### src/verilog/rtc_pkg.sv
// What this block does
// - hours count 00 to 23, no AM/PM
// - two-digit year, hundred-year span ending 2099
// - count all fields, February 29 in leap years
// - all values held in BCD, nibble per digit
// - alarm compares fields, repeats under repeat setting
// - pin square wave from alarm or 1 Hz
// - counters advance once per second with carries
// - clock keeps counting through external reset
// - time pointer selects field pair per mapping
// - time pointer decrements on upper byte access, floors
// - alarm pointer selects field pair, same mapping
// - alarm pointer decrements on upper access, floors
// - any window read decrements its pointer
// - writes decrement only when upper byte written
// - time writes accepted only while unlocked
// - rollover warning within 32 oscillator edges
// - repeat count decrements, chime wraps, enable self-clears
// - source select routes pin, gated by output enable
package rtc_pkg;

  // register indices on the plain bus
  localparam logic [2:0] ADDR_CONFIG  = 3'h0;
  localparam logic [2:0] ADDR_PAD     = 3'h1;
  localparam logic [2:0] ADDR_ALCFG   = 3'h2;
  localparam logic [2:0] ADDR_TIMEWIN = 3'h3;
  localparam logic [2:0] ADDR_ALRMWIN = 3'h4;

  // field positions
  localparam int CFG_EN     = 15;
  localparam int CFG_UNLOCK = 13;
  localparam int CFG_WARN   = 12;
  localparam int CFG_HALF   = 11;
  localparam int CFG_OE     = 10;
  localparam int PTR_HI     = 9;
  localparam int PTR_LO     = 8;
  localparam int PAD_SRCSEL = 1;
  localparam int AL_EN      = 15;
  localparam int AL_CHIME   = 14;
  localparam int AL_MASK_HI = 13;
  localparam int AL_MASK_LO = 10;

  // window pointer codes
  localparam logic [1:0] PTR_MINSEC = 2'h0;
  localparam logic [1:0] PTR_WDHR   = 2'h1;
  localparam logic [1:0] PTR_MTHDAY = 2'h2;
  localparam logic [1:0] PTR_YEAR   = 2'h3;

  // BCD limits and implemented bits per field
  localparam logic [7:0] SEC_MAX   = 8'h59;
  localparam logic [7:0] HOUR_MAX  = 8'h23;
  localparam logic [7:0] WDAY_MAX  = 8'h06;
  localparam logic [7:0] MONTH_MAX = 8'h12;
  localparam logic [7:0] YEAR_MAX  = 8'h99;
  localparam logic [7:0] FIRST_DAY = 8'h01;
  localparam logic [7:0] MSK_SEC   = 8'h7F;
  localparam logic [7:0] MSK_HOUR  = 8'h3F;
  localparam logic [7:0] MSK_WDAY  = 8'h07;
  localparam logic [7:0] MSK_DAY   = 8'h3F;
  localparam logic [7:0] MSK_MONTH = 8'h1F;
  localparam logic [7:0] RPT_ZERO  = 8'h00;
  localparam logic [7:0] RPT_FULL  = 8'hFF;

  // alarm mask codes
  localparam logic [3:0] AM_HALF  = 4'h0;
  localparam logic [3:0] AM_SEC   = 4'h1;
  localparam logic [3:0] AM_10S   = 4'h2;
  localparam logic [3:0] AM_MIN   = 4'h3;
  localparam logic [3:0] AM_10M   = 4'h4;
  localparam logic [3:0] AM_HOUR  = 4'h5;
  localparam logic [3:0] AM_DAY   = 4'h6;
  localparam logic [3:0] AM_WEEK  = 4'h7;
  localparam logic [3:0] AM_MONTH = 4'h8;
  localparam logic [3:0] AM_YEAR  = 4'h9;

  // oscillator edges per second and warning lead
  localparam int PRESCALE_EDGES = 32768;
  localparam int WARN_EDGES     = 32;

  typedef struct packed {
    logic [7:0] year;
    logic [7:0] month;
    logic [7:0] day;
    logic [7:0] wday;
    logic [7:0] hour;
    logic [7:0] min;
    logic [7:0] sec;
  } time_s;

  // BCD increment of one two-digit byte
  function automatic logic [7:0] bcdInc(input logic [7:0] v);
    if (v[3:0] == 4'h9) begin
      bcdInc = {4'(v[7:4] + 4'h1), 4'h0};
    end else begin
      bcdInc = {v[7:4], 4'(v[3:0] + 4'h1)};
    end
  endfunction : bcdInc

  // last day of month in BCD, leap years every fourth year
  function automatic logic [7:0] lastDay(input logic [7:0] month, input logic [7:0] year);
    logic leap;
    leap = year[4] ? (year[3:0] == 4'h2 || year[3:0] == 4'h6)
                   : (year[3:0] == 4'h0 || year[3:0] == 4'h4 || year[3:0] == 4'h8);
    case (month)
      8'h02:                      lastDay = leap ? 8'h29 : 8'h28;
      8'h04, 8'h06, 8'h09, 8'h11: lastDay = 8'h30;
      default:                    lastDay = 8'h31;
    endcase
  endfunction : lastDay

  // word seen through a window at a pointer value
  function automatic logic [15:0] winRead(input time_s t, input logic [1:0] ptr);
    case (ptr)
      PTR_MINSEC: winRead = {t.min, t.sec};
      PTR_WDHR:   winRead = {t.wday, t.hour};
      PTR_MTHDAY: winRead = {t.month, t.day};
      default:    winRead = {8'h00, t.year};
    endcase
  endfunction : winRead

  // byte-lane write through a window
  function automatic time_s winWrite(input time_s t, input logic [1:0] ptr,
                                     input logic [15:0] d, input logic [1:0] be);
    winWrite = t;
    case (ptr)
      PTR_MINSEC: begin
        if (be[1]) winWrite.min = d[15:8] & MSK_SEC;
        if (be[0]) winWrite.sec = d[7:0] & MSK_SEC;
      end
      PTR_WDHR: begin
        if (be[1]) winWrite.wday = d[15:8] & MSK_WDAY;
        if (be[0]) winWrite.hour = d[7:0] & MSK_HOUR;
      end
      PTR_MTHDAY: begin
        if (be[1]) winWrite.month = d[15:8] & MSK_MONTH;
        if (be[0]) winWrite.day = d[7:0] & MSK_DAY;
      end
      default: begin
        if (be[0]) winWrite.year = d[7:0];
      end
    endcase
  endfunction : winWrite

endpackage : rtc_pkg

### src/verilog/calendar_clock_unit.sv
// The address map and the strobed register port are this design's own decisions.
`timescale 1ns/1ns
// BCD time and calendar with alarm, reached through pointer windows
module calendar_clock_unit #(
  parameter int PRESCALE = rtc_pkg::PRESCALE_EDGES  // oscillator edges per second
) (
  input  wire logic        sys_clk,         // system clock, 10 MHz
  input  wire logic        nrst,            // power-on reset, active low
  input  wire logic        extRstN,         // external reset pin, active low
  input  wire logic        oscClk,          // secondary oscillator level
  input  wire logic [2:0]  addr,            // register index
  input  wire logic [15:0] wdata,           // write data
  input  wire logic [1:0]  byteEn,          // write lanes, bit 1 upper
  input  wire logic        wr,              // write strobe
  input  wire logic        rd,              // read strobe
  output logic      [15:0] rdata,           // read data, cycle after rd
  output logic             rtcPinOut,       // clock output pin level
  output logic             rtcPinOe,        // clock output pin enable
  output logic             alarmEventFlag   // alarm event pulse
);
  rtc_pkg::time_s timeReg;
  rtc_pkg::time_s next_timeReg;
  rtc_pkg::time_s alarmReg;
  rtc_pkg::time_s next_alarmReg;
  logic [15:0]    cfg;
  logic [15:0]    next_cfg;
  logic           srcSel;
  logic           next_srcSel;
  logic [15:0]    alCfg;
  logic [15:0]    next_alCfg;
  logic [15:0]    next_rdata;
  logic           alarmToggle;
  logic           next_alarmToggle;
  logic           next_alarmEventFlag;
  logic           secTick;
  logic           halfTick;
  logic           halfSec;
  logic           warn;
  logic           wrOk;
  logic           rdOk;
  logic           timeWrite;
  logic           clearSecond;
  logic           match;
  logic           alarmEvent;
  logic [1:0]     tptr;
  logic [1:0]     aptr;
  logic [3:0]     amask;
  logic [7:0]     rpt;

  assign tptr  = cfg[rtc_pkg::PTR_HI:rtc_pkg::PTR_LO];
  assign aptr  = alCfg[rtc_pkg::PTR_HI:rtc_pkg::PTR_LO];
  assign amask = alCfg[rtc_pkg::AL_MASK_HI:rtc_pkg::AL_MASK_LO];
  assign rpt   = alCfg[7:0];

  // bus is quiet while the device sits in external reset
  assign wrOk = wr && extRstN;
  assign rdOk = rd && extRstN;
  assign timeWrite = wrOk && addr == rtc_pkg::ADDR_TIMEWIN && cfg[rtc_pkg::CFG_UNLOCK];
  assign clearSecond = timeWrite && byteEn[0] && tptr == rtc_pkg::PTR_MINSEC;

  // oscillator divider, kept on the power-on reset only
  rtc_prescaler #(
    .PRESCALE (PRESCALE)
  ) u_prescaler (
    .sys_clk  (sys_clk),
    .nrst     (nrst),
    .oscClk   (oscClk),
    .run      (cfg[rtc_pkg::CFG_EN]),
    .clear    (clearSecond),
    .secTick  (secTick),
    .halfTick (halfTick),
    .halfSec  (halfSec),
    .warn     (warn)
  );

  // calendar counting with carries, then window writes on top
  always_comb begin
    next_timeReg = timeReg;
    if (secTick) begin
      if (timeReg.sec == rtc_pkg::SEC_MAX) begin
        next_timeReg.sec = 8'h00;
        if (timeReg.min == rtc_pkg::SEC_MAX) begin
          next_timeReg.min = 8'h00;
          if (timeReg.hour == rtc_pkg::HOUR_MAX) begin
            next_timeReg.hour = 8'h00;
            next_timeReg.wday = (timeReg.wday == rtc_pkg::WDAY_MAX) ? 8'h00
                                : rtc_pkg::bcdInc(timeReg.wday);
            if (timeReg.day == rtc_pkg::lastDay(timeReg.month, timeReg.year)) begin
              next_timeReg.day = rtc_pkg::FIRST_DAY;
              if (timeReg.month == rtc_pkg::MONTH_MAX) begin
                next_timeReg.month = 8'h01;
                next_timeReg.year  = (timeReg.year == rtc_pkg::YEAR_MAX) ? 8'h00
                                     : rtc_pkg::bcdInc(timeReg.year);
              end else begin
                next_timeReg.month = rtc_pkg::bcdInc(timeReg.month);
              end
            end else begin
              next_timeReg.day = rtc_pkg::bcdInc(timeReg.day);
            end
          end else begin
            next_timeReg.hour = rtc_pkg::bcdInc(timeReg.hour);
          end
        end else begin
          next_timeReg.min = rtc_pkg::bcdInc(timeReg.min);
        end
      end else begin
        next_timeReg.sec = rtc_pkg::bcdInc(timeReg.sec);
      end
    end
    if (timeWrite) begin
      next_timeReg = rtc_pkg::winWrite(next_timeReg, tptr, wdata, byteEn);
    end
    next_alarmReg = alarmReg;
    if (wrOk && addr == rtc_pkg::ADDR_ALRMWIN) begin
      next_alarmReg = rtc_pkg::winWrite(alarmReg, aptr, wdata, byteEn);
    end
  end

  // value registers survive the external reset
  always_ff @(posedge sys_clk or negedge nrst) begin
    if (!nrst) begin
      timeReg  <= '0;
      alarmReg <= '0;
    end else begin
      timeReg  <= next_timeReg;
      alarmReg <= next_alarmReg;
    end
  end

  // alarm compare, widening with the mask code
  always_comb begin
    unique case (amask)
      rtc_pkg::AM_HALF,
      rtc_pkg::AM_SEC:   match = 1'b1;
      rtc_pkg::AM_10S:   match = timeReg.sec[3:0] == alarmReg.sec[3:0];
      rtc_pkg::AM_MIN:   match = timeReg.sec == alarmReg.sec;
      rtc_pkg::AM_10M:   match = timeReg.sec == alarmReg.sec
                                 && timeReg.min[3:0] == alarmReg.min[3:0];
      rtc_pkg::AM_HOUR:  match = timeReg[15:0] == alarmReg[15:0];
      rtc_pkg::AM_DAY:   match = timeReg[23:0] == alarmReg[23:0];
      rtc_pkg::AM_WEEK:  match = timeReg[31:0] == alarmReg[31:0];
      rtc_pkg::AM_MONTH: match = timeReg[23:0] == alarmReg[23:0]
                                 && timeReg.day == alarmReg.day;
      rtc_pkg::AM_YEAR:  match = timeReg[23:0] == alarmReg[23:0]
                                 && timeReg.day == alarmReg.day
                                 && timeReg.month == alarmReg.month;
      default:           match = 1'b0;
    endcase
  end

  assign alarmEvent = alCfg[rtc_pkg::AL_EN] && match
                      && (secTick || (halfTick && amask == rtc_pkg::AM_HALF));

  // control registers, pointers, repeat counter and read data
  always_comb begin
    next_cfg            = cfg;
    next_srcSel         = srcSel;
    next_alCfg          = alCfg;
    next_rdata          = 16'h0000;
    next_alarmToggle    = alarmToggle;
    next_alarmEventFlag = alarmEvent;
    if (alarmEvent) begin
      next_alarmToggle = !alarmToggle;
      if (rpt != rtc_pkg::RPT_ZERO) begin
        next_alCfg[7:0] = 8'(rpt - 1'b1);
      end else if (alCfg[rtc_pkg::AL_CHIME]) begin
        next_alCfg[7:0] = rtc_pkg::RPT_FULL;
      end else begin
        next_alCfg[rtc_pkg::AL_EN] = 1'b0;
      end
    end
    if (wrOk) begin
      unique case (addr)
        rtc_pkg::ADDR_CONFIG: begin
          next_cfg = {cfg[rtc_pkg::CFG_EN], 1'b0, wdata[rtc_pkg::CFG_UNLOCK], 2'b00,
                      wdata[rtc_pkg::CFG_OE:0]};
          if (cfg[rtc_pkg::CFG_UNLOCK]) begin
            next_cfg[rtc_pkg::CFG_EN] = wdata[rtc_pkg::CFG_EN];
          end
        end
        rtc_pkg::ADDR_PAD:   next_srcSel = wdata[rtc_pkg::PAD_SRCSEL];
        rtc_pkg::ADDR_ALCFG: next_alCfg = wdata;
        rtc_pkg::ADDR_TIMEWIN: begin
          if (byteEn[1] && tptr != rtc_pkg::PTR_MINSEC) begin
            next_cfg[rtc_pkg::PTR_HI:rtc_pkg::PTR_LO] = 2'(tptr - 1'b1);
          end
        end
        rtc_pkg::ADDR_ALRMWIN: begin
          if (byteEn[1] && aptr != rtc_pkg::PTR_MINSEC) begin
            next_alCfg[rtc_pkg::PTR_HI:rtc_pkg::PTR_LO] = 2'(aptr - 1'b1);
          end
        end
        default: ;
      endcase
    end
    if (rdOk) begin
      unique case (addr)
        rtc_pkg::ADDR_CONFIG: begin
          next_rdata = cfg;
          next_rdata[rtc_pkg::CFG_WARN] = warn;
          next_rdata[rtc_pkg::CFG_HALF] = halfSec;
        end
        rtc_pkg::ADDR_PAD:   next_rdata[rtc_pkg::PAD_SRCSEL] = srcSel;
        rtc_pkg::ADDR_ALCFG: next_rdata = alCfg;
        rtc_pkg::ADDR_TIMEWIN: begin
          next_rdata = rtc_pkg::winRead(timeReg, tptr);
          if (tptr != rtc_pkg::PTR_MINSEC) begin
            next_cfg[rtc_pkg::PTR_HI:rtc_pkg::PTR_LO] = 2'(tptr - 1'b1);
          end
        end
        rtc_pkg::ADDR_ALRMWIN: begin
          next_rdata = rtc_pkg::winRead(alarmReg, aptr);
          if (aptr != rtc_pkg::PTR_MINSEC) begin
            next_alCfg[rtc_pkg::PTR_HI:rtc_pkg::PTR_LO] = 2'(aptr - 1'b1);
          end
        end
        default: ;
      endcase
    end
  end

  always_ff @(posedge sys_clk or negedge nrst) begin
    if (!nrst) begin
      cfg            <= 16'h0000;
      srcSel         <= 1'b0;
      alCfg          <= 16'h0000;
      rdata          <= 16'h0000;
      alarmToggle    <= 1'b0;
      alarmEventFlag <= 1'b0;
    end else begin
      cfg            <= next_cfg;
      srcSel         <= next_srcSel;
      alCfg          <= next_alCfg;
      rdata          <= next_rdata;
      alarmToggle    <= next_alarmToggle;
      alarmEventFlag <= next_alarmEventFlag;
    end
  end

  // pin shows 1 Hz clock or alarm toggle, only when enabled
  assign rtcPinOe  = cfg[rtc_pkg::CFG_OE];
  assign rtcPinOut = cfg[rtc_pkg::CFG_OE] && (srcSel ? !halfSec : alarmToggle);
endmodule : calendar_clock_unit

### src/verilog/rtc_prescaler.sv
`timescale 1ns/1ns
// divides the secondary oscillator down to second and half-second ticks
module rtc_prescaler #(
  parameter int PRESCALE = rtc_pkg::PRESCALE_EDGES  // oscillator edges per second
) (
  input  wire logic sys_clk,   // system clock
  input  wire logic nrst,      // power-on reset, active low
  input  wire logic oscClk,    // secondary oscillator level
  input  wire logic run,       // counting enabled
  input  wire logic clear,     // restart the second
  output logic      secTick,   // pulse at end of second
  output logic      halfTick,  // pulse at mid second
  output logic      halfSec,   // second half of the second
  output logic      warn       // rollover close
);
  localparam int W = $clog2(PRESCALE);
  localparam logic [W-1:0] LAST = W'(PRESCALE - 1);
  localparam logic [W-1:0] HALF = W'(PRESCALE / 2);
  localparam logic [W-1:0] WARN = W'(PRESCALE - rtc_pkg::WARN_EDGES);

  logic         oscPrev;
  logic [W-1:0] count;
  logic [W-1:0] next_count;
  logic         oscEdge;

  assign oscEdge = oscClk && !oscPrev;

  // count oscillator rising edges, wrap once per second
  always_comb begin
    next_count = count;
    if (clear) begin
      next_count = '0;
    end else if (run && oscEdge) begin
      next_count = (count == LAST) ? '0 : W'(count + 1'b1);
    end
  end

  always_ff @(posedge sys_clk or negedge nrst) begin
    if (!nrst) begin
      oscPrev <= 1'b0;
      count   <= '0;
    end else begin
      oscPrev <= oscClk;
      count   <= next_count;
    end
  end

  // ticks are single cycles, secTick on the wrapping edge and halfTick on the edge into the second half
  assign secTick  = !clear && run && oscEdge && (count == LAST);
  assign halfTick = !clear && run && oscEdge && (count == HALF - 1'b1);
  assign halfSec  = (count >= HALF);
  assign warn     = run && (count >= WARN);
endmodule : rtc_prescaler
### config.mk
export PLATFORM = sky130hd
export DESIGN_NAME = calendar_clock_unit
export DESIGN_NICKNAME = d
export VERILOG_FILES = /design/src/verilog/rtc_pkg.sv /design/src/verilog/calendar_clock_unit.sv /design/src/verilog/rtc_prescaler.sv
export SDC_FILE = /design/constraint.sdc
export NUM_CORES = 1
export LEC_CHECK = 0
export ABC_AREA = 1
export ABC_CLOCK_PERIOD_IN_PS = 2900
export CORE_UTILIZATION = 30
export CTS_CLUSTER_SIZE = 30
export DETAILED_ROUTE_END_ITERATION = 6
export DONT_BUFFER_PORTS = 1
export GPL_TIMING_DRIVEN = 0
export PLACE_DENSITY_LB_ADDON = 0.25
export SETUP_SLACK_MARGIN = 0.15
export SLEW_MARGIN = 20
export SYNTH_ARGS = -nofsm -noshare
export SYNTH_HDL_FRONTEND = slang
export SYNTH_SLANG_ARGS = --single-unit
### constraint.sdc
create_clock -name sys_clk -period 2.9 [get_ports sys_clk]
set_clock_uncertainty 0.15 [all_clocks]
set_input_delay 0.29 -clock sys_clk [delete_from_list [all_inputs] [get_ports sys_clk]]
set_output_delay 0.29 -clock sys_clk [all_outputs]
set_load 0.01 [all_outputs]
==> results of run 1 <==
==> metal layers <==
metal,GRT usage,share of wire
met4,0.0820,0.032
met5,0,0
met3,0.0302,0.066
met2,0.329,0.44
met1,0.297,0.46
==> layout make-up <==
class                      count  area, um2
clock buffer                  17        425
sequential                   162       4060
fill                        3510      21600
multi-input combinational    953       5340
clock inverter                15        165
buffer                        29        129
antenna                        1       2.50
inverter                     220        837
tap                          448        561
timing repair buffer          37        340
==> logic make-up after synthesis <==
logic type                 share of synthesized area
and+or+nand+nor                                0.262
AOI/OAI and AO/OA                              0.166
buffers and inverters                         0.0932
DFF                                            0.399
xor gates and xnor gates                      0.0362
adders and majority gates                     0.0418
muxes                                        0.00197
==> critical path, stage by stage, from the launching register on <==
cell and delay [ps]:
dfrtp_1 370, ha_2 190, nand2_2 70, nor2_4 140, nand2_4 80, buf_6 120, nor2_4 130, nand2_4 70
nor2_4 110, nand2_2 70, nor2_4 200, nand2_4 100, nor2_4 180, buf_4 140, buf_4 100, nand3_1 70
nand2_1 70, nand3_1 60, nand2_1 90, inv_1 40
==> report_power, final <==
group          leakage (nW)  internal, mW  switching (mW)
sequential             2.06          2.66           0.470
clock                 0.289          1.15            1.13
combinational          3.23         0.734            1.38
total                  5.58          4.55            2.98
==> synth_stat cells, types with 3 or more instances <==
| master | number |
|---|---|
| nand2_1 | 305 |
| xnor2_1 | 13 |
| o21ai_1 | 7 |
| nor2_1 | 113 |
| o211ai_1 | 13 |
| nor2_4 | 6 |
| a31oi_1 | 5 |
| nor4_1 | 3 |
| nand3_1 | 72 |
| nand2_2 | 8 |
| inv_2 | 8 |
| nor3_2 | 5 |
| a221oi_1 | 11 |
| dfrtp_1 | 162 |
| ha_1 | 34 |
| o22ai_1 | 37 |
| inv_1 | 208 |
| nor2_2 | 8 |
| o221ai_1 | 15 |
| a21oi_1 | 46 |
| o2111ai_1 | 6 |
| nand4_1 | 23 |
| clkbuf_1 | 24 |
| xor2_1 | 29 |
| clkinv_1 | 3 |
| nor3_1 | 29 |
| o21ai_0 | 127 |
| a22oi_1 | 11 |
==> worst min-delay path by stage <==
stage / startpoint / to / slack, ps
after global placement: nrst / u_prescaler.count[7]$_DFFE_PN0P_ / -150
after global routing: nrst / u_prescaler.count[6]$_DFFE_PN0P_ / -640
after CTS: nrst / u_prescaler.count[6]$_DFFE_PN0P_ / -630
final: nrst / u_prescaler.count[6]$_DFFE_PN0P_ / -610
after detailed placement: nrst / u_prescaler.count[6]$_DFFE_PN0P_ / -150
after floorplan: nrst / alCfg[0]$_DFF_PN0_ / -160
==> sequential cells by signal (all words and copies together), names as in the netlist <==
register / cells
alarmEventFlag: 1
alarmReg: 42
alarmToggle: 1
u_prescaler.count: 15
timeReg: 56
srcSel: 1
cfg: 13
u_prescaler.oscPrev: 1
alCfg: 16
rdata: 16
==> per-stage QoR <==
step | hold slack (ps) | power, mW
6_report | -614 | 7.53
5_1_grt | -636 | 7.96
4_1_cts | -628 | 7.48
3_5_place_dp | -151 | 5.14
3_3_place_gp | -152 | 5.10
2_1_floorplan | -156 | 4.46
==> what timing repair did <==
action                                  CTS  global route
endpoints found under the setup margin   32            53
gates resized for setup                  13            44
endpoints found under the hold margin   196           162
setup buffers                             4            16
pin swaps                                 2            17
==> impl_metrics.json, run 1 <==
{
  "reg2reg_slack_ps": 240,
  "maxCapViolations": 0,
  "first_iter_violations": 801,
  "seq_area_frac_synth": 0.399,
  "overflow": 0,
  "synth_cell_type_count": 53,
  "syn_area_um2": 10200,
  "crit_start": "u_prescaler.count[0]$_DFFE_PN0P_",
  "grt_first_pass_wirelength_um": 54800,
  "antenna_found_initial": 1,
  "clk_latency_ps": 440,
  "synth-edff-count": 0,
  "async_reset_ff_frac": 1.00,
  "postRouteAntennaNets": 0,
  "fp.dieH_um": 186,
  "io_pins": 46,
  "place_inst": 1812,
  "drc": 0,
  "hold_violations": 162,
  "syn2layout_area_growth_pct": 16.6,
  "setup_ws_ps": 243,
  "synth_seq_cells": 162,
  "rows": 67,
  "syn-mean-instance-area_um2": 7.46,
  "ys_top_cells_by_area": "dfrtp_1 (40%), nand2_1 (11%), inv_1 (7.7%)",
  "wl_per_cell_um": 18.9,
  "cts_buffer_depth": 2,
  "grt_start_max_net_pins": 163,
  "die-area_um2": 34600,
  "failed_checks": "hold timing",
  "slew_headroom": 0.423,
  "drive_gt1_frac": 0.0956,
  "port_buffers": 0,
  "placed_cell_area_um2": 10700,
  "layout_common_cells": "nand2_1 (297), inv_1 (206), dfrtp_1 (160), o21ai_0 (126), nor2_1 (105)",
  "crit_fanout": 5,
  "grt_pass1_vias": 9155,
  "final_util": 0.355,
  "instances_no_fill": 1882,
  "synth_nets": 1425,
  "max_freq_mhz": 376,
  "reg2regPathDepth": 19,
  "worst-setup-path-type": "flip-flop to flip-flop",
  "yosysTopAreaCell": "dfrtp_1",
  "worst_pin_slew_ps": 858,
  "detailed_place_hpwl_um": 26900,
  "grtUsageTotal": 0.212,
  "syn-instance-count": 1364,
  "post-place-ws_ps": -272,
  "setup_violations": 0,
  "min_path_type": "input port to async pin",
  "yosysTopAreaCellShare": 0.399,
  "vias": 9721,
  "postCtsHoldBufs": 17,
  "finalCritPeriodShare": 0.916,
  "cts_tree": "done",
  "yosys_warnings": 0,
  "core_area_um2": 33400,
  "power.density_nw_per_um2": 635,
  "maxSlewViolCount": 0,
  "p_leak_nw": 5.58,
  "whs_ps": -614,
  "critPathCapture": "timeReg[53]$_DFF_PN0_",
  "cts_root_buf": "clkbuf_16",
  "die_w_um": 186,
  "startpoint_type": "flip-flop",
  "min_period_ps": 2660,
  "crit_required_ps": 3090,
  "htreeDepth": 4,
  "nets": 1481,
  "numCtsBuffers": 17,
  "end_kind": "flip-flop",
  "crit_arrival_ps": 2840,
  "synth_top_flop_cell": "dfrtp_1",
  "rr_endpoint": "timeReg[53]$_DFF_PN0_",
  "drt-total-wl_um": 35600,
  "viasPerCell": 5.17,
  "status": "finished, violations left",
  "ir_worst_vdd_mv": 0.360,
  "mostFrequentLayoutCell": "nand2_1",
  "clock_sinks": 162,
  "final_area_um2": 11900,
  "clkSlewWorstSetupHoldPaths_ps": 80,
  "place_congestion": 0.953,
  "dr.pass1.iters": 5,
  "initial_core_util": 0.304,
  "setup_tns_ps": 0,
  "reg2reg_from": "u_prescaler.count[0]$_DFFE_PN0P_",
  "rsz0062_at_grt": "yes"
}
No activity file was read; power rests on OpenSTA's default activity.
==> inputs of run 2 (changes only) <==
- ABC_AREA: 1 -> not set
- HOLD_SLACK_MARGIN: not set -> 0.08
==> impl_metrics.json, run 2 <==
{
  "ir_worst_vdd_mv": 0.305,
  "slowest_stage": "or4b_4",
  "min_period_ps": 2820,
  "worst_pin_slew_ps": 895,
  "largest_reg_flops": 56,
  "grt-busiest-layer": "met2",
  "synth_seq_cells": 162,
  "setup_tns_ps": 0,
  "synth_top_family_by_area": "simple AND/OR/NAND/NOR gates",
  "setup_violations": 0,
  "drt-total-wl_um": 32400,
  "finalCritPeriodShare": 0.973,
  "io_pins": 46,
  "clk_latency_ps": 440,
  "crit_path_max_incr_delay_ps": 520,
  "cts_buffer_depth": 2,
  "cts_tree": "done",
  "slew_headroom": 0.403,
  "grt_pass1_vias": 8302,
  "grtUsageTotal": 0.200,
  "met1_usage": 0.272,
  "clock_sinks": 162,
  "detailed_place_hpwl_um": 23000,
  "dr.pass1.iters": 6,
  "whs_ps": -597,
  "port_buffers": 0,
  "maxCapViolations": 0,
  "synth.most_common_cell": "dfrtp_1",
  "cts_root_buf": "clkbuf_16",
  "crit_required_ps": 3100,
  "syn-mean-instance-area_um2": 9.01,
  "yosys.area_share.simple": 0.212,
  "failed_checks": "hold timing",
  "fin_total_pwr_mw": 5.98,
  "startpoint_type": "flip-flop",
  "initial_core_util": 0.307,
  "die-area_um2": 33100,
  "largest-register": "timeReg",
  "syn_area_um2": 9720,
  "first_iter_violations": 880,
  "die_w_um": 182,
  "grtUsageMet2": 0.329,
  "nets": 1222,
  "post-place-ws_ps": -881,
  "synth_compound_area_frac": 0.171,
  "yosysTopAreaCellShare": 0.417,
  "place_congestion": 0.881,
  "crit_chain": "clkbuf_8, or4b_4, nor4_4, nand4_1, o211ai_1, a21o_1, nand2_4, or3_1, a31oi_1",
  "worst-setup-path-type": "flip-flop to flip-flop",
  "crit_family": "simple AND/OR/NAND/NOR gates",
  "setup_ws_ps": 79.1,
  "wl_per_cell_um": 20.6,
  "drc": 0,
  "layout_common_cells": "dfrtp_1 (145), nand2_1 (138), nor2_1 (92), o21ai_0 (68), a21oi_1 (61)",
  "placed_cell_area_um2": 10200,
  "mostFrequentLayoutCell": "dfrtp_1",
  "ys_top_cells_by_area": "dfrtp_1 (42%), nand2_1 (5.4%), mux2_2 (4.6%)",
  "synth-edff-count": 0,
  "grt_start_max_net_pins": 163,
  "rsz0062_at_grt": "yes",
  "crit_arrival_ps": 3020,
  "numCtsBuffers": 17,
  "grt_first_pass_wirelength_um": 50700,
  "crit_fanout": 9,
  "instances_no_fill": 1576,
  "fp.dieH_um": 182,
  "rows": 65,
  "yosys_warnings": 0,
  "min_path_type": "input port to async pin",
  "synth_xor_area_frac": 0.0505,
  "vias": 8582,
  "drive_gt1_frac": 0.183,
  "power.density_nw_per_um2": 511,
  "end_kind": "flip-flop",
  "htreeDepth": 4,
  "place_inst": 1481,
  "final_area_um2": 11700,
  "synth_common_cells": "dfrtp_1 (162), nand2_1 (141), nor2_1 (95)",
  "synth_nets": 1140,
  "maxSlewViolCount": 0,
  "viasPerCell": 5.45,
  "async_reset_ff_frac": 1.00,
  "globalRouteMet3Util": 0.0351,
  "hold_violations": 162,
  "max_freq_mhz": 354,
  "crit_buf_inv": 1,
  "postRouteAntennaNets": 0,
  "seq_area_frac_synth": 0.417,
  "clkSlewWorstSetupHoldPaths_ps": 70,
  "p_leak_nw": 5.13,
  "reg_top3": "timeReg (56), alarmReg (42)",
  "core_area_um2": 31700,
  "status": "finished, violations left",
  "synth_top_flop_cell": "dfrtp_1",
  "yosysTopAreaCell": "dfrtp_1",
  "overflow": 0,
  "syn2layout_area_growth_pct": 20.5,
  "yosys-mux-area-fraction": 0.0566,
  "synth_cell_type_count": 72,
  "final_util": 0.369,
  "postCtsHoldBufs": 16,
  "antenna_found_initial": 1,
  "syn-instance-count": 1079,
  "synthAdderAreaFrac": 0.0438
}
[run 2: final cells by class]
class,count,area (um2)
fill,3282,20000
multi-input combinational,811,5470
sequential,162,4080
timing repair buffer,63,541
tap,402,503
clock buffer,22,464
buffer,70,390
inverter,36,140
clock inverter,9,129
antenna,1,2.50
[run 2: per-layer routing]
layer | vias up | part of all wire
met2 | 249 | 0.48
met5 | - | 0
met3 | 39 | 0.059
met1 | 4244 | 0.45
li1 | 4050 | -
met4 | 0 | 0.013
[run 2: report_power, final]
group	internal, mW	switching (mW)	leakage [nW]
combinational	0.408	0.560	2.70
sequential	2.44	0.230	2.14
clock	1.39	0.948	0.286
[run 2: kinds of logic after synthesis]
logic type      Yosys count
mux                      50
flops                   162
fa+ha+maj                34
simple gates            414
xor+xnor                 56
compound gates          257
buf+inv                 106
[run 2: worst paths after layout]
| kind | slack, ps | depth (start not counted) | startpoint | end |
|---|---|---|---|---|
| worst max-delay path | 80 | 9 | alCfg[12]$_DFFE_PN0P_ | alCfg[4]$_DFF_PN0_ |
| worst max register to register | 80 | 9 | alCfg[12]$_DFFE_PN0P_ | alCfg[4]$_DFF_PN0_ |
| worst min register to register | 320 | 2 | cfg[1]$_DFFE_PN0P_ | cfg[1]$_DFFE_PN0P_ |
| max in group asynchronous | 2910 | 0 | nrst | timeReg[20]$_DFF_PN0_ |
| min in group sys_clk | 130 | 4 | wr | cfg[8]$_DFF_PN0_ |
| worst min-delay path | -600 | 0 | nrst | alCfg[3]$_DFF_PN0_ |
[run 2: what timing repair did]
action | 4_1_cts | 5_1_grt
buffers inserted | 28 | 17
pin swaps | 16 | 28
hold endpoints to repair | 220 | 162
resized for setup | 53 | 71
gates cloned | 2 | 0
endpoints found under the setup margin | 71 | 61
[run 2: worst register-to-register path, delay by kind of cell, from the launching register on]
| kind | cells | cell delay [ps] |
|---|---|---|
| simple gates | 5 | 1380 |
| compound gates | 3 | 680 |
| flops | 1 | 370 |
| buf+inv | 1 | 160 |
